`src/rtl/qdb_pkg.sv`:
```
package qdb_pkg;
  // ****************************************************************
  // Word and channel layout
  // ****************************************************************
  localparam int unsigned DATA_W = 12;   // One parallel word per transfer
  localparam int unsigned CHAN_N = 4;    // Four channels behind one port
  localparam int unsigned SEL_W = 2;     // Two select lines
  localparam logic [11:0] RESET_CODE_MID = 12'h800;  // Mid-scale variant
  localparam logic [11:0] RESET_CODE_ZERO = 12'h000; // Zero-scale variant

  // ****************************************************************
  // Pin timing, in ns, and derived cycle counts at CORE_CLK
  // ****************************************************************
  localparam int unsigned CLK_PERIOD_NS = 100;
  localparam int unsigned T_CS_READ_NS = 200;    // Chip select low for a read
  localparam int unsigned T_CS_WRITE_NS = 50;    // Chip select low for a write
  localparam int unsigned T_LOAD_LOW_NS = 50;    // Load line low width
  localparam int unsigned T_LOAD_SETUP_NS = 70;  // Load low to chip select low
  localparam int unsigned T_LOAD_HOLD_NS = 50;   // Load low after chip select high
  localparam int unsigned T_SETUP_NS = 10;       // Direction setup before select
  localparam int unsigned CYC_CS_READ = (T_CS_READ_NS + CLK_PERIOD_NS - 1) / CLK_PERIOD_NS;
  localparam int unsigned CYC_CS_WRITE = (T_CS_WRITE_NS + CLK_PERIOD_NS - 1) / CLK_PERIOD_NS;
  localparam int unsigned CYC_LOAD_LOW = (T_LOAD_LOW_NS + CLK_PERIOD_NS - 1) / CLK_PERIOD_NS;
  localparam int unsigned CYC_SETUP = (T_SETUP_NS + CLK_PERIOD_NS - 1) / CLK_PERIOD_NS;
  localparam int unsigned CYC_LOAD_GAP =
    (T_LOAD_SETUP_NS + T_LOAD_HOLD_NS + CLK_PERIOD_NS - 1) / CLK_PERIOD_NS;
  localparam logic [3:0] CYC_W = 4'h4;  // Width of the phase counter

  // ****************************************************************
  // Controller states
  // ****************************************************************
  typedef enum logic [2:0] {
    QDB_IDLE,
    QDB_SETUP,
    QDB_STROBE,
    QDB_RELEASE,
    QDB_LOAD
  } qdb_state_t;
endpackage

```
`src/rtl/qdb_host.sv`:
```
`timescale 1ns/1ps
// Overview of operation
// - Load held low: outputs follow written inputs
// - Single channel: write input, then pulse load
// - Write inputs with load high, then pulse once
// - One 12-bit parallel word per transfer
// - Select codes 00..11 address channels A..D
// - Direction high reads, low writes
// - Bit 0 is LSB, straight binary
module qdb_host (
  input wire logic CORE_CLK,
  input wire logic RESET_N,
  input wire logic CLK_EN,
  input wire logic REQ_VALID,        // One-cycle request from user logic
  input wire logic REQ_READ,         // High for readback, low for write
  input wire logic REQ_LOAD,         // Pulse load line after a write
  input wire logic [1:0] REQ_CHAN,   // Channel 0..3 = A..D
  input wire logic [11:0] REQ_DATA,  // Write word
  input wire logic LOAD_HOLD,        // Keep load line low permanently
  input wire logic DEV_RESET_REQ,    // Drive device reset low while high
  output logic REQ_READY,
  output logic RSP_VALID,
  output logic [11:0] RSP_DATA,
  output logic CHIP_SEL_N,
  output logic READ_WRITE,
  output logic SELECT_HIGH_BIT,
  output logic SELECT_LOW_BIT,
  output logic LOAD_OUTPUTS_N,
  output logic DEV_RESET_N,
  output logic [11:0] DATA_BUS_OUT,
  output logic DATA_BUS_OE,
  input wire logic [11:0] DATA_BUS_IN
);

  // ****************************************************************
  // Reset release and pin input synchroniser
  // ****************************************************************
  logic rst_meta_ff;
  logic rst_n_ff;
  logic [11:0] bus_meta_ff;   // First stage, read only by second stage
  logic [11:0] bus_sync_ff;

  // Release reset through two flops so every process sees a clean edge
  always_ff @(posedge CORE_CLK or negedge RESET_N) begin
    if (!RESET_N) begin
      rst_meta_ff <= 1'b0;
      rst_n_ff <= 1'b0;
    end else begin
      rst_meta_ff <= 1'b1;
      rst_n_ff <= rst_meta_ff;
    end
  end

  // Readback bus comes from the device pins, so it is synchronised
  always_ff @(posedge CORE_CLK or negedge rst_n_ff) begin
    if (!rst_n_ff) begin
      bus_meta_ff <= 12'h000;
      bus_sync_ff <= 12'h000;
    end else if (CLK_EN) begin
      bus_meta_ff <= DATA_BUS_IN;
      bus_sync_ff <= bus_meta_ff;
    end
  end

  // ****************************************************************
  // Transfer sequencer
  // ****************************************************************
  qdb_pkg::qdb_state_t state_ff, nxt_state;
  logic [3:0] cnt_ff, nxt_cnt;         // Cycles left in the current phase
  logic read_ff, nxt_read;
  logic load_ff, nxt_load;             // Load pulse pending after write
  logic [1:0] chan_ff, nxt_chan;
  logic [11:0] wdata_ff, nxt_wdata;
  logic cs_n_ff, nxt_cs_n;
  logic oe_ff, nxt_oe;
  logic ldn_ff, nxt_ldn;
  logic rsp_valid_ff, nxt_rsp_valid;
  logic [11:0] rsp_data_ff, nxt_rsp_data;
  logic ready_ff, nxt_ready;
  logic dev_rst_n_ff, nxt_dev_rst_n;

  // Cycle count cut to the phase counter width
  function automatic logic [3:0] cyc4(input int unsigned c);
    cyc4 = c[3:0];
  endfunction

  // Next-state logic for the whole pin sequence
  always_comb begin
    nxt_state = state_ff;
    nxt_cnt = cnt_ff;
    nxt_read = read_ff;
    nxt_load = load_ff;
    nxt_chan = chan_ff;
    nxt_wdata = wdata_ff;
    nxt_cs_n = cs_n_ff;
    nxt_oe = oe_ff;
    // Load line idles high unless held; a stale low would leave outputs transparent
    nxt_ldn = LOAD_HOLD ? 1'b0 : 1'b1;
    nxt_rsp_valid = 1'b0;
    nxt_rsp_data = rsp_data_ff;
    nxt_ready = 1'b0;
    nxt_dev_rst_n = !DEV_RESET_REQ;
    unique case (state_ff)
      qdb_pkg::QDB_IDLE: begin
        nxt_ready = !DEV_RESET_REQ;
        // Requests wait while device reset is driven, so inputs never open across release
        if (REQ_VALID && ready_ff && !DEV_RESET_REQ) begin
          nxt_read = REQ_READ;
          nxt_load = REQ_LOAD && !REQ_READ;
          nxt_chan = REQ_CHAN;
          nxt_wdata = REQ_DATA;
          nxt_ready = 1'b0;
          nxt_cnt = cyc4(qdb_pkg::CYC_SETUP);
          nxt_state = qdb_pkg::QDB_SETUP;
        end
      end
      qdb_pkg::QDB_SETUP: begin
        // Address and direction stand before chip select falls
        nxt_oe = !read_ff;
        if (cnt_ff <= 4'h1) begin
          nxt_cs_n = 1'b0;
          nxt_cnt = read_ff ? cyc4(qdb_pkg::CYC_CS_READ) + 4'h2 : cyc4(qdb_pkg::CYC_CS_WRITE);
          nxt_state = qdb_pkg::QDB_STROBE;
        end else begin
          nxt_cnt = cnt_ff - 4'h1;
        end
      end
      qdb_pkg::QDB_STROBE: begin
        // Read holds extra cycles so the synchronised bus is valid
        if (cnt_ff <= 4'h1) begin
          nxt_cs_n = 1'b1;
          if (read_ff) begin
            nxt_rsp_valid = 1'b1;
            nxt_rsp_data = bus_sync_ff;
          end
          nxt_cnt = cyc4(qdb_pkg::CYC_LOAD_GAP);
          nxt_state = qdb_pkg::QDB_RELEASE;
        end else begin
          nxt_cnt = cnt_ff - 4'h1;
        end
      end
      qdb_pkg::QDB_RELEASE: begin
        // Drop bus drive after chip select; gap also covers load timing
        nxt_oe = 1'b0;
        if (cnt_ff <= 4'h1) begin
          if (load_ff) begin
            nxt_ldn = 1'b0;
            nxt_cnt = cyc4(qdb_pkg::CYC_LOAD_LOW);
            nxt_state = qdb_pkg::QDB_LOAD;
          end else begin
            nxt_state = qdb_pkg::QDB_IDLE;
          end
        end else begin
          nxt_cnt = cnt_ff - 4'h1;
        end
      end
      qdb_pkg::QDB_LOAD: begin
        // All channels update together on this single pulse
        if (cnt_ff <= 4'h1) begin
          nxt_ldn = LOAD_HOLD ? 1'b0 : 1'b1;
          nxt_load = 1'b0;
          nxt_state = qdb_pkg::QDB_IDLE;
        end else begin
          // Keep the pulse low until its count runs out
          nxt_ldn = 1'b0;
          nxt_cnt = cnt_ff - 4'h1;
        end
      end
    endcase
  end

  // Registers only; clock enable freezes everything
  always_ff @(posedge CORE_CLK or negedge rst_n_ff) begin
    if (!rst_n_ff) begin
      state_ff <= qdb_pkg::QDB_IDLE;
      cnt_ff <= 4'h0;
      read_ff <= 1'b0;
      load_ff <= 1'b0;
      chan_ff <= 2'h0;
      wdata_ff <= 12'h000;
      cs_n_ff <= 1'b1;
      oe_ff <= 1'b0;
      ldn_ff <= 1'b1;
      rsp_valid_ff <= 1'b0;
      rsp_data_ff <= 12'h000;
      ready_ff <= 1'b0;
      dev_rst_n_ff <= 1'b0;
    end else if (CLK_EN) begin
      state_ff <= nxt_state;
      cnt_ff <= nxt_cnt;
      read_ff <= nxt_read;
      load_ff <= nxt_load;
      chan_ff <= nxt_chan;
      wdata_ff <= nxt_wdata;
      cs_n_ff <= nxt_cs_n;
      oe_ff <= nxt_oe;
      ldn_ff <= nxt_ldn;
      rsp_valid_ff <= nxt_rsp_valid;
      rsp_data_ff <= nxt_rsp_data;
      ready_ff <= nxt_ready;
      dev_rst_n_ff <= nxt_dev_rst_n;
    end
  end

  // ****************************************************************
  // Pin and user outputs, all straight from flops
  // ****************************************************************
  assign REQ_READY = ready_ff;
  assign RSP_VALID = rsp_valid_ff;
  assign RSP_DATA = rsp_data_ff;
  assign CHIP_SEL_N = cs_n_ff;
  assign READ_WRITE = read_ff;
  assign SELECT_HIGH_BIT = chan_ff[1];
  assign SELECT_LOW_BIT = chan_ff[0];
  assign LOAD_OUTPUTS_N = ldn_ff;
  assign DEV_RESET_N = dev_rst_n_ff;
  assign DATA_BUS_OUT = wdata_ff;
  assign DATA_BUS_OE = oe_ff;

endmodule

```
`config.mk`:
```
export PLATFORM = sky130hd
export DESIGN_NAME = qdb_host
export DESIGN_NICKNAME = d
export VERILOG_FILES = /design/src/rtl/qdb_pkg.sv /design/src/rtl/qdb_host.sv
export SDC_FILE = /design/constraint.sdc
export NUM_CORES = 1
export LEC_CHECK = 0
export BUFFER_PORTS_ARGS = -buffer_cell sky130_fd_sc_hd__buf_2
export CAP_MARGIN = 20
export CELL_PAD_IN_SITES_DETAIL_PLACEMENT = 1
export CELL_PAD_IN_SITES_GLOBAL_PLACEMENT = 1
export CORE_ASPECT_RATIO = 0.7
export CORE_UTILIZATION = 23
export DETAILED_ROUTE_END_ITERATION = 10
export GPL_TIMING_DRIVEN = 0
export PLACE_DENSITY = 0.48
export SLEW_MARGIN = 40
export SYNTH_ARGS = -nofsm -noshare
export SYNTH_HDL_FRONTEND = slang
export SYNTH_SLANG_ARGS = --single-unit
```
`constraint.sdc`:
```
create_clock -name CORE_CLK -period 5.1 [get_ports CORE_CLK]
set_input_delay 0.51 -clock CORE_CLK [delete_from_list [all_inputs] [get_ports CORE_CLK]]
set_output_delay 0.51 -clock CORE_CLK [all_outputs]
set_load 0.05 [all_outputs]
```
; ---- Yosys cells after proc, flatten, opt, wreduce, memory -nomap -nowiden
; Index checks and enable logic that the tools add are counted.
[totals]
ram_bits = 0
out_inout_bits = 33
word_cells = 78
inputBits = 34
mem_bits_ro = 0
ff_bits = 67
mem_count = 0
latchBits = 0
[op_classes]
bitwise = 0
n_mul = 0
div = 0
order_cmp = 1
n_addsub = 1
eq_ne = 11
mux = 31
reduce_logical = 17
n_shift = 0
[ops]
columns = operator, n
row1 = $mux W4, 6
row2 = $mux W3, 7
row3 = $pmux W4 S5, 1
row4 = $reduce_and A4 Y1, 4
row5 = $pmux W3 S5, 1
row6 = $mux W1, 12
row7 = $ne A2 B2 Y1 const B, 6
row8 = $pmux W1 S2, 4
row9 = $eq A3 B2 Y1 const B, 2
row10 = $reduce_and A6 Y1, 1
row11 = $reduce_bool A2 Y1, 3
row12 = $le A4 B1 Y1 const B, 1
row13 = $sub A4 B1 Y4 const B, 1
row14 = $eq A3 B1 Y1 const B, 1
row15 = $eq A3 B3 Y1 const B, 1
row16 = $logic_and A1 B1 Y1, 3
row17 = $logic_not A1 Y1, 3
row18 = $logic_not A3 Y1, 1
row19 = $ne A3 B3 Y1 const B, 1
row20 = $reduce_and A3 Y1, 1
row21 = $reduce_and A2 Y1, 1

; ---- Depth between registers and ports, before layout
; Gate-level depths: netlist (run 1).
[depth]
ltp_word = 4
ltp_mapped = 7

; ---- Worst setup path after synthesis (run 1)
; Ideal clock, no wire load.
[synth_timing]
kind = reg2reg
start = register cnt_ff[0]
end = register cnt_ff[2]
slack_ps = 3285
n_path_buf = 0
required_time_ps = 4979
path_stages_with_launch = 7
arrival_ps = 1694
setup_ps = 121
cell_sequence = dfrtp_1 > inv_1 > ha_1 > o21ai_1 > o221ai_2 > o21bai_1 > a22o_1
[synth_via]
elab_chain_cells = 3
[synth_rtl]
columns = item, line
row1 = from (decl), qdb_host.sv:69  ; logic [3:0] cnt_ff, nxt_cnt;
row2 = from (signal assigned), qdb_host.sv:190  ; cnt_ff <= nxt_cnt;
row3 = $sub A4 B1 Y4 / $le A4 B1 Y1 (equally long branches), -
row4 = "$mux W4, or another cell as far along", qdb_host.sv:159  ; if (cnt_ff <= 4'h1) begin
row5 = $pmux W4 S5 / $reduce_and A4 Y1 (equally long branches), -
; Parallel ways exist; a longest one is shown, timed or not. The select of a mux whose other input is x is not followed.
; A chain may end at the register's enable or synchronous reset.

; ---- Worst setup path after layout (run 1)
; Ends and elaborated chain as after synthesis.

==> results of run 1 <==
cell type report:
type / count / area (µm²) / area share
flip-flops and latches: 67 / 1680 / 0.455
well taps: 157 / 196 / 0.0532
repair buffers: 67 / 355 / 0.0962
plain buffers: 9 / 48.8 / 0.0132
clock inverters: 2 / 12.5 / 0.00339
clock buffers: 13 / 260 / 0.0704
multi-input cells: 124 / 1100 / 0.299
inverters: 9 / 33.8 / 0.00914
layer usage:
layer | global-route usage | routed length (µm) | vias to the layer above | share of wire
met1 | 0.169 | 3500 | 976 | 0.51
met4 | 0.0562 | 110 | 0 | 0.016
met3 | 0.0399 | 325 | 8 | 0.047
li1 | - | - | 900 | -
met5 | 0 | 0 | - | 0
met2 | 0.169 | 2990 | 40 | 0.43
through the flow:
| stage | util | setup slack (ps) | std cells |
|---|---|---|---|
| after floorplan | - | 3100 | 209 |
| after global placement | 0.284 | 2090 | 431 |
| after detailed placement | 0.286 | 2900 | 432 |
| after CTS | 0.310 | 2880 | 448 |
| after global routing | 0.310 | 2640 | 448 |
| final | 0.310 | 2840 | 448 |
state kept, by name (all words and copies together) (netlist names), 2 cells and up:
| register | flops |
|---|---|
| cnt_ff | 4 |
| DATA_BUS_OUT | 12 |
| bus_sync_ff | 12 |
| RSP_DATA | 12 |
| state_ff | 3 |
| chan_ff | 2 |
| bus_meta_ff | 12 |
repair_timing:
action                                  CTS  global route
hold buffers                              1             0
endpoints found under the hold margin     2             0
endpoints found under the setup margin    0             0
cells in the mapped netlist (3+ instances only):
| cell | number |
|---|---|
| sky130_fd_sc_hd__dfrtp_1 | 65 |
| sky130_fd_sc_hd__mux2_2 | 43 |
| sky130_fd_sc_hd__inv_1 | 9 |
| sky130_fd_sc_hd__mux2_4 | 9 |
| sky130_fd_sc_hd__nand2_1 | 8 |
| sky130_fd_sc_hd__o21ai_0 | 6 |
| sky130_fd_sc_hd__a21oi_1 | 5 |
| sky130_fd_sc_hd__a31oi_1 | 5 |
| sky130_fd_sc_hd__buf_2 | 3 |
| sky130_fd_sc_hd__nor2_1 | 3 |
| sky130_fd_sc_hd__nor2_2 | 3 |
| sky130_fd_sc_hd__o21bai_1 | 3 |
logic make-up after synthesis:
| group | Yosys count | synth area share |
|---|---|---|
| buf+inv | 18 | 0.0288 |
| simple gates | 31 | 0.0663 |
| fa+ha+maj | 2 | 0.00873 |
| other cells | 1 | 0.00131 |
| flops | 67 | 0.586 |
| compound gates | 38 | 0.0930 |
| mux | 52 | 0.216 |
final timing paths:
check	cells past startpoint	end	from
min reg2reg	0	DATA_BUS_OUT[6]$_DFFE_PN0P_	rst_n_ff$_DFF_PN0_
max reg2reg	6	cnt_ff[2]$_DFFE_PN0P_	cnt_ff[0]$_DFFE_PN0P_
min in group CORE_CLK	0	rst_n_ff$_DFF_PN0_	rst_meta_ff$_DFF_PN0_
max in group asynchronous	1	LOAD_OUTPUTS_N$_DFFE_PN1P_	rst_n_ff$_DFF_PN0_
max	6	cnt_ff[2]$_DFFE_PN0P_	cnt_ff[0]$_DFFE_PN0P_
min	0	DATA_BUS_OUT[6]$_DFFE_PN0P_	rst_n_ff$_DFF_PN0_
power groups by stage:
| stage | logic (mW) | registers [mW] | clock network (mW) |
|---|---|---|---|
| 2_1_floorplan | 0.374 | 1.18 | 0 |
| 3_3_place_gp | 0.976 | 0.814 | 0 |
| 3_5_place_dp | 0.996 | 0.813 | 0 |
| 4_1_cts | 0.996 | 0.808 | 0.589 |
| 5_1_grt | 1.06 | 0.831 | 0.614 |
| 6_report | 0.987 | 0.802 | 0.568 |
worst reg2reg max path, delay by kind of cell, from the launching register on:
| family | cells | cell delay, ps |
|---|---|---|
| AO/OA/AOI/OAI | 4 | 1400 |
| flip-flops | 1 | 440 |
| adder cells (fa/ha/maj) | 1 | 250 |
| buffers and inverters | 1 | 70 |
==> out/results.md, run 1 <==
- **result of the run** completed
- **setup-violating endpoint count in the final report** 0
- **worst clock skew** 5.36 ps
- **data arrival time of the critical path** 2480 ps
- **total of buffers placed on input and output ports** 65
- **highest clock frequency the design can meet** 442 MHz
- **Global Route Usage Sum** 0.122
- **ratio of cells with drive above 1 in the final layout** 0.509
- **Final Hold Slack** 276 ps
- **slack of the worst reg-to-reg path** 2840 ps
- **per-cell routed wire length** 15.5 µm
- **Seq cells post-synth** 67
- **number of warnings reported in the yosys synthesis log** 0
- **number of fill cells** 1,299
- **top-level port count** 67
- **sequential share of power** 0.340
- **required time worst endpoint** 5320 ps
- **post-synthesis cell area** 2870 µm²
- **number of gates given a new drive strength after cts** 0
- **Power Total** 2.36 mW
- **global-route wire length before repair** 11.6 mm
- **number of enable-type register cells in the synthesized netlist** 0
- **Hold Path Class** flop to asynchronous set/reset pin
- **instance area at placement** 3410 µm²
- **switching part of the total power** 0.422
- **clock tree from TritonCTS** done
- **area of the core** 11,900 µm²
- **leading register cell type out of synthesis** sky130_fd_sc_hd__dfrtp_1
- **initial antenna violation count** 0
- **total gr overflow** 0
- **number of buffers added by the clock tree synthesis step** 9
- **cell area after layout** 3690 µm²
- **drc violations** 0
- **shortest period the worst path allows** 2260 ps
- **antenna-violating nets left** 0
- **IR drop worst, VDD** 0.226 mV
- **power per standard cell area** 638 nW/µm²
- **final hold viol count** 0
- **top cells by area, synth** sky130_fd_sc_hd__dfrtp_1, sky130_fd_sc_hd__mux2_2, sky130_fd_sc_hd__mux2_4, sky130_fd_sc_hd__dfstp_2, sky130_fd_sc_hd__inv_1
- **internal power** 1.36 mW
- **crit start category** flop
- **pin count of the biggest net entering global routing** 36
- **highest cell delay on the worst timing path** 590 ps
- **number of clock sinks** 67
- **actual transition at the worst max-transition pin** 726 ps
- **delay-heaviest family, CP** compound AO/OA/AOI/OAI gates
- **number of nets at the end of the flow** 323
- **sum of routed wire length over all layers** 6.92 mm
- **largest fanout of any net on the critical path** 9
- **crit-path cells** inv_1, ha_1, o21ai_1, o221ai_2, o21bai_1, a22o_1
- **DRC marker count from the first detailed-route iteration** 66
- **clock latency of the later-clocked register in the worst-skew pair** 330 ps
- **Antenna Diode Count** 0
- **max-slew violation count** 0
- **width of the chip** 135 µm
- **Clk pwr share** 0.241
- **cell taking the most area after synthesis** sky130_fd_sc_hd__dfrtp_1
- **CTS clock-pin slew for the worst setup and hold paths** 50 ps
- **number of standard cells after synthesis** 209
- **overall die area** 12,900 µm²
- **number of distinct library cells after synthesis** 44
- **type of destination of the critical path** flop
- **final cycle utilization of the critical path** 0.443
- **switching power summed over all nets** 994 µW
- **Gate power share** 0.419
- **Max Root-Sink Buffers** 2
- **Max H-tree Level** 3
- **RSZ-0062 raised after global routing** no
- **HPWL after detailed placement** 5.08 mm
- **Initial Util** 0.240
- **buffers inserted by post-CTS timing repair** 0
- **worst path bufs/invs** 1
- **fraction of registers with async set or reset after synthesis** 1.00
- **area share of the largest cell type after synthesis** 0.567
- **Post-Syn Area per Cell** 13.7 µm²
- **part of the Yosys area used for sequential elements** 0.586
- **Cell Rows** 33
- **nets in the synthesized netlist** 245
- **total negative slack for setup checks** 0 ps
- **routability-driven placement congestion ratio** 0.696
- **root buffer selected by CTS** sky130_fd_sc_hd__clkbuf_16
- **Pre-antenna DRT Iters** 4
- **number of global-route vias before repair** 2,107
- **Crit Path Class** flop to flop
- **synthesis-to-finish area growth** 28.9%
- **average vias per placed instance** 4.29
- **Die H** 95.4 µm
- **slowest cell on the critical path** sky130_fd_sc_hd__o21ai_1
- **static leakage power** 1.76 nW
- **total vias in the final route** 1,924
- **commonest cells after routing, fill and taps aside** sky130_fd_sc_hd__buf_2, sky130_fd_sc_hd__dfrtp_1, sky130_fd_sc_hd__mux2_2
- **Maximum Capacitance Violations** 0
- **worst slew margin relative to its limit** 0.513
- **commonest non-fill, non-tap cell in the layout** sky130_fd_sc_hd__buf_2
(Power assumes the default switching activity.)
==> run 2: changes to the inputs <==
PLACE_DENSITY = 0.49   (was 0.48)
clock period = 1.92 ns   (was 5.1 ns; I/O delays follow)
==> run 2 against run 1 <==
- clock power rose to 2.7 times the previous value
- critical endpoint is now RSP_DATA[4]$_DFFE_PN0P_
- die area unchanged
- sequential cell count unchanged
- clock skew down 1.0 ps
- largest power group unchanged
- combinational power rose to 2.8 times the previous value
- via count up 2.0%
- critical path depth up 2
==> out/results.md, run 2 (same netlist as run 1, synthesis figures left out) <==
- **setup-violating endpoint count in the final report** 0
- **Max Root-Sink Buffers** 2
- **area of the multi-input gates** 1170 µm²
- **clock latency of the later-clocked register in the worst-skew pair** 330 ps
- **highest clock frequency the design can meet** 522 MHz
- **max-slew violation count** 0
- **worst slew margin relative to its limit** 0.504
- **total of buffers placed on input and output ports** 65
- **CTS clock-pin slew for the worst setup and hold paths** 50 ps
- **global-route wire length before repair** 11.8 mm
- **number of stages on the worst hold path** 2
- **type of destination of the critical path** flop
- **DRC marker count from the first detailed-route iteration** 47
- **R2R cell count** 8
- **root buffer selected by CTS** sky130_fd_sc_hd__clkbuf_16
- **commonest cells after routing, fill and taps aside** sky130_fd_sc_hd__buf_2, sky130_fd_sc_hd__dfrtp_1, sky130_fd_sc_hd__mux2_2
- **area of the core** 11,900 µm²
- **sum of routed wire length over all layers** 6.96 mm
- **crit start category** flop
- **per-cell routed wire length** 15.2 µm
- **IR drop worst, VDD** 0.553 mV
- **total gr overflow** 0
- **Maximum Capacitance Violations** 0
- **RSZ-0062 raised after global routing** yes
- **commonest non-fill, non-tap cell in the layout** sky130_fd_sc_hd__buf_2
- **shortest period the worst path allows** 1920 ps
- **number of fill cells** 1,300
- **number of clock sinks** 67
- **data arrival time of the critical path** 2120 ps
- **met3 Use GR** 0.0463
- **overall die area** 12,900 µm²
- **total vias in the final route** 1,963
- **total negative slack for setup checks** 0 ps
- **Pre-antenna DRT Iters** 4
- **area taken by flip-flops and latches** 1680 µm²
- **Global Route Usage Sum** 0.125
- **Crit Path Class** flop to flop
- **required time worst endpoint** 2130 ps
- **clock tree from TritonCTS** done
- **pin count of the biggest net entering global routing** 35
- **initial antenna violation count** 0
- **number of buffers added by the clock tree synthesis step** 9
- **synthesis-to-finish area growth** 34.4%
- **drc violations** 0
- **highest cell delay on the worst timing path** 460 ps
- **worst path bufs/invs** 3
- **Antenna Diode Count** 0
- **routability-driven placement congestion ratio** 0.733
- **result of the run** completed
- **largest fanout of any net on the critical path** 6
- **Initial Util** 0.240
- **worst clock skew** 4.34 ps
- **delay-heaviest family, CP** flip-flops
- **grt met1 use** 0.168
- **final core utilization** 0.323
- **instance area at placement** 3410 µm²
- **Power Total** 6.47 mW
- **routing usage on met2** 0.184
- **average vias per placed instance** 4.30
- **ratio of cells with drive above 1 in the final layout** 0.543
- **number of global-route vias before repair** 2,181
- **Max H-tree Level** 3
- **critical path depth in cells** 8
- **actual transition at the worst max-transition pin** 745 ps
- **slowest cell on the critical path** sky130_fd_sc_hd__dfrtp_2
- **HPWL after detailed placement** 4.77 mm
- **Final Hold Slack** 95.0 ps
- **final hold viol count** 0
- **antenna-violating nets left** 0
- **Hold Path Class** primary input to flop
- **Cell Rows** 33
- **crit-path cells** inv_2, ha_4, o21a_4, nand3_4, nor3b_4, buf_6, buf_16, mux2_4
- **Die H** 95.4 µm
- **top-level port count** 67
- **final cycle utilization of the critical path** 0.999
- **power per standard cell area** 1680 nW/µm²
- **width of the chip** 135 µm
- **cell area after layout** 3850 µm²
- **number of nets at the end of the flow** 332
- **gr busiest metal** met2
- **static leakage power** 1.82 nW
-- run 2: cell types whose count changed in the layout (fill, tap and decap cells not counted), sizes merged --
cell / previous run / this run
buf: 73 / 82
-- run 2: layout make-up --
cell class                      count  share of cell area
Buffer                              8             0.00974
Clock buffer                       13              0.0676
Clock inverter                      2             0.00325
Inverter                            9             0.00877
Multi-Input combinational cell    124               0.304
Sequential cell                    67               0.437
Tap cell                          157              0.0510
Timing Repair Buffer               77               0.119
-- run 2: metrics by stage --
stage / cells / setup slack (ps)
finish: 457 / 2.83
global route: 457 / -82.2
CTS: 453 / -18.4
detailed placement: 432 / -294
global placement: 431 / -278
floorplan: 209 / 105
-- run 2: path summary, 6_finish.rpt --
check | slack (ps) | end | from
max in group asynchronous | 1030 | CHIP_SEL_N$_DFFE_PN1P_ | rst_n_ff$_DFF_PN0_
worst max-delay path | 3 | RSP_DATA[4]$_DFFE_PN0P_ | cnt_ff[0]$_DFFE_PN0P_
worst max register to register | 3 | RSP_DATA[4]$_DFFE_PN0P_ | cnt_ff[0]$_DFFE_PN0P_
worst min-delay path | 100 | bus_meta_ff[6]$_DFFE_PN0P_ | DATA_BUS_IN[6]
min in group asynchronous | 170 | rst_n_ff$_DFF_PN0_ | RESET_N
worst min register to register | 290 | bus_meta_ff[11]$_DFFE_PN0P_ | rst_n_ff$_DFF_PN0_
-- run 2: per-layer routing --
layer	up-vias	share of wire
met1	985	0.49
met3	8	0.060
li1	923	-
met5	-	0
met4	0	0.011
met2	47	0.44
-- run 2: what timing repair did --
| action | 4_1_cts | 5_1_grt |
|---|---|---|
| gates resized for setup | 11 | 8 |
| hold buffers | 1 | 0 |
| endpoints found under the hold margin | 2 | 0 |
| pin swaps | 3 | 4 |
| setup endpoints to repair | 23 | 22 |
| setup buffers | 4 | 5 |
| gates cloned | 1 | 0 |
-- run 2: report_power, final --
group,total (mW),switching [mW],internal (mW)
logic,2.81,1.86,0.956
clock network,1.51,0.573,0.935
registers,2.15,0.296,1.85
==> run 3: changes to the inputs <==
ABC_AREA = 1   (was default)
PLACE_DENSITY = 0.52   (was 0.49)
==> run 3 against run 2 <==
- critical path type unchanged
- combinational power fell by 10%
- the flow now finishes with violations (DRC)
- sequential power decreased by 3%
- maximum frequency up 8.2%
- global-route usage shrank 0.093 points
- largest power group unchanged
- setup slack better by 150 ps
- sequential cell count did not move
- first-iteration DRC count increased by 55%
- cell area grew 0.71%
- largest cell class unchanged
- worst hold slack got worse by 29 ps
==> out/results.md, run 3 <==
- **result of the run** finished with violations
- **violated checks** DRC
- **top-level port count** 67
- **clock latency of the later-clocked register in the worst-skew pair** 330 ps
- **overall die area** 13,500 µm²
- **Post-Syn Area per Cell** 9.18 µm²
- **RSZ-0062 raised after global routing** no
- **Maximum Capacitance Violations** 0
- **HPWL after detailed placement** 5.50 mm
- **total gr overflow** 0
- **number of stages on the worst hold path** 3
- **number of buffers added by the clock tree synthesis step** 9
- **fraction of registers with async set or reset after synthesis** 1.00
- **static leakage power** 2.03 nW
- **power per standard cell area** 1640 nW/µm²
- **Cell Rows** 34
- **hold endpoint** bus_meta_ff[7]$_DFFE_PN0P_
- **max-slew violation count** 0
- **Gate power share** 0.397
- **internal power** 3.62 mW
- **CTS clock-pin slew for the worst setup and hold paths** 60 ps
- **sequential share of power** 0.328
- **root buffer selected by CTS** sky130_fd_sc_hd__clkbuf_16
- **nets in the synthesized netlist** 362
- **IR drop worst, VDD** 0.661 mV
- **worst clock skew** 8.15 ps
- **setup-violating endpoint count in the final report** 0
- **grt met1 use** 0.166
- **pin count of the biggest net entering global routing** 38
- **commonest cells after routing, fill and taps aside** sky130_fd_sc_hd__nand2_1, sky130_fd_sc_hd__buf_2, sky130_fd_sc_hd__dfrtp_1
- **highest clock frequency the design can meet** 564 MHz
- **slowest cell on the critical path** sky130_fd_sc_hd__dfrtp_1
- **initial antenna violation count** 1
- **Global Route Usage Sum** 0.124
- **total vias in the final route** 2,311
- **switching part of the total power** 0.432
- **number of clock sinks** 67
- **Seq cells post-synth** 67
- **number of global-route vias before repair** 2,526
- **type of destination of the critical path** flop
- **delay-heaviest family, CP** simple AND/OR/NAND/NOR gates
- **final hold viol count** 0
- **number of enable-type register cells in the synthesized netlist** 0
- **total negative slack for setup checks** 0 ps
- **Reg2Reg Capture Point** RSP_DATA[8]$_DFFE_PN0P_
- **highest cell delay on the worst timing path** 410 ps
- **global-route wire length before repair** 12.8 mm
- **crit-path cells** inv_1, ha_2, inv_1, nand2_1, nand2_2, nor2_4, nand3_4, buf_6, nand2_1, o21ai_2
- **Hold Path Class** primary input to flop
- **number of fill cells** 1,465
- **DRC marker count from the first detailed-route iteration** 73
- **required time worst endpoint** 2140 ps
- **most frequently used cell type in the post-synthesis netlist** sky130_fd_sc_hd__nand2_1
- **width of the chip** 138 µm
- **R2R Path Start** cnt_ff[0]$_DFFE_PN0P_
- **drc violations** 4
- **slack of the worst reg-to-reg path** 150 ps
- **commonest non-fill, non-tap cell in the layout** sky130_fd_sc_hd__nand2_1
- **cell taking the most area after synthesis** sky130_fd_sc_hd__dfrtp_1
- **routability-driven placement congestion ratio** 0.773
- **clock tree from TritonCTS** done
- **part of the Yosys area used for sequential elements** 0.561
- **top cells by area, synth** sky130_fd_sc_hd__dfrtp_1, sky130_fd_sc_hd__nand2_1, sky130_fd_sc_hd__o21ai_2, sky130_fd_sc_hd__inv_1, sky130_fd_sc_hd__nand2_2
- **R2R cell count** 10
- **number of standard cells after synthesis** 326
- **switching power summed over all nets** 2.76 mW
- **total of buffers placed on input and output ports** 65
- **crit start category** flop
- **Clk pwr share** 0.275
- **area share of the largest cell type after synthesis** 0.544
- **Die H** 97.4 µm
- **number of nets at the end of the flow** 440
- **data arrival time of the critical path** 1990 ps
- **Pre-antenna DRT Iters** 7
- **final cycle utilization of the critical path** 0.923
- **Initial Util** 0.238
- **leading register cell type out of synthesis** sky130_fd_sc_hd__dfrtp_1
- **Max Root-Sink Buffers** 2
- **shortest period the worst path allows** 1770 ps
- **final worst-path setup slack** 148 ps
- **Crit Path Class** flop to flop
- **antenna-violating nets left** 0
- **average vias per placed instance** 4.05
- **routing usage on met2** 0.179
- **synthesis-to-finish area growth** 29.7%
- **gr busiest metal** met2
- **post-synthesis cell area** 2990 µm²
- **largest fanout of any net on the critical path** 10
- **number of warnings reported in the yosys synthesis log** 0
- **cell types with the highest counts after synthesis** sky130_fd_sc_hd__nand2_1, sky130_fd_sc_hd__dfrtp_1, sky130_fd_sc_hd__inv_1
- **met3 Use GR** 0.0448
- **pre-CTS setup slack** 96.1 ps
- **area of the core** 12,500 µm²
- **launch instance of the worst min-delay path** DATA_BUS_IN[7]
- **ratio of cells with drive above 1 in the final layout** 0.359
- **worst path bufs/invs** 3
- **Max H-tree Level** 3
- **number of distinct library cells after synthesis** 25
- **sum of routed wire length over all layers** 7.49 mm
- **per-cell routed wire length** 13.1 µm
- **Antenna Diode Count** 0
run 3: cell types whose count changed after synthesis, sizes merged, moves of 3 or more:
cell | previous run | this run
nor2 | 6 | 11
nand3 | 3 | 13
mux2 | 52 | 0
a21oi | 5 | 2
nand2 | 8 | 124
o21bai | 3 | 0
inv | 9 | 40
o21ai | 7 | 50
a31oi | 5 | 0
run 3: worst max-delay path by stage:
stage	start	endpoint	cells after the start
after global routing	cnt_ff[0]$_DFFE_PN0P_	RSP_DATA[5]$_DFFE_PN0P_	10
after detailed placement	cnt_ff[0]$_DFFE_PN0P_	cnt_ff[0]$_DFFE_PN0P_	11
after global placement	cnt_ff[0]$_DFFE_PN0P_	cnt_ff[0]$_DFFE_PN0P_	11
after floorplan	REQ_READY$_DFFE_PN0P_	READ_WRITE$_DFFE_PN0P_	5
after CTS	cnt_ff[0]$_DFFE_PN0P_	cnt_ff[0]$_DFFE_PN0P_	11
final	cnt_ff[0]$_DFFE_PN0P_	RSP_DATA[8]$_DFFE_PN0P_	10
run 3: repair_timing:
action	CTS	global route
endpoints found under the hold margin	2	0
hold buffers	1	0
gates resized for setup	0	3
setup buffers	0	0
endpoints found under the setup margin	0	4
run 3: layer usage:
layer / up-vias / routed length (µm) / share of wire
met5: - / 13 / 0.0017
met4: 2 / 97 / 0.013
met1: 1081 / 3840 / 0.51
li1: 1169 / - / -
met3: 9 / 433 / 0.058
met2: 50 / 3110 / 0.42
run 3: cell families after synthesis:
logic type,synth area share
AO/OA/AOI/OAI,0.121
other,0.00125
buffers and inverters,0.0795
adder cells (fa/ha/maj),0.00836
flip-flops,0.561
AND/OR/NAND/NOR,0.223
XOR/XNOR,0.00586
run 3: tightest hold or removal path: stages:
cell                      delay, ps
sky130_fd_sc_hd__buf_2           80
sky130_fd_sc_hd__nand2_1         40
sky130_fd_sc_hd__nand2_1         50
run 3: power groups by stage:
stage                     Combinational [mW]  Sequential [mW]  Clock, mW
after global routing                    2.78             2.16       1.86
after floorplan                         1.06             2.95          0
final                                   2.53             2.09       1.75
after CTS                               2.54             2.10       1.82
after detailed placement                2.53             2.12          0
after global placement                  2.46             2.13          0
run 3: per-stage QoR:
step / hold WS (ps) / util / area (µm²) / instances / power [mW]
global placement: -22.1 / 0.281 / 3520 / 553 / 4.60
CTS: 55.1 / 0.308 / 3870 / 571 / 6.46
finish: 66.5 / 0.309 / 3880 / 571 / 6.38
global route: 66.7 / 0.309 / 3880 / 571 / 6.80
floorplan: -104 / - / 2990 / 326 / 4.02
detailed placement: -22.8 / 0.282 / 3540 / 554 / 4.65
run 3: layout make-up:
class                           instances  area (µm²)  area share
Clock inverter                          7        92.6      0.0239
Buffer                                 11        83.8      0.0216
Tap cell                              162         203      0.0522
Multi-Input combinational cell        207        1080       0.279
Clock buffer                            9         225      0.0580
Sequential cell                        67        1680       0.434
Timing Repair Buffer                   67         355      0.0916
Inverter                               41         154      0.0397
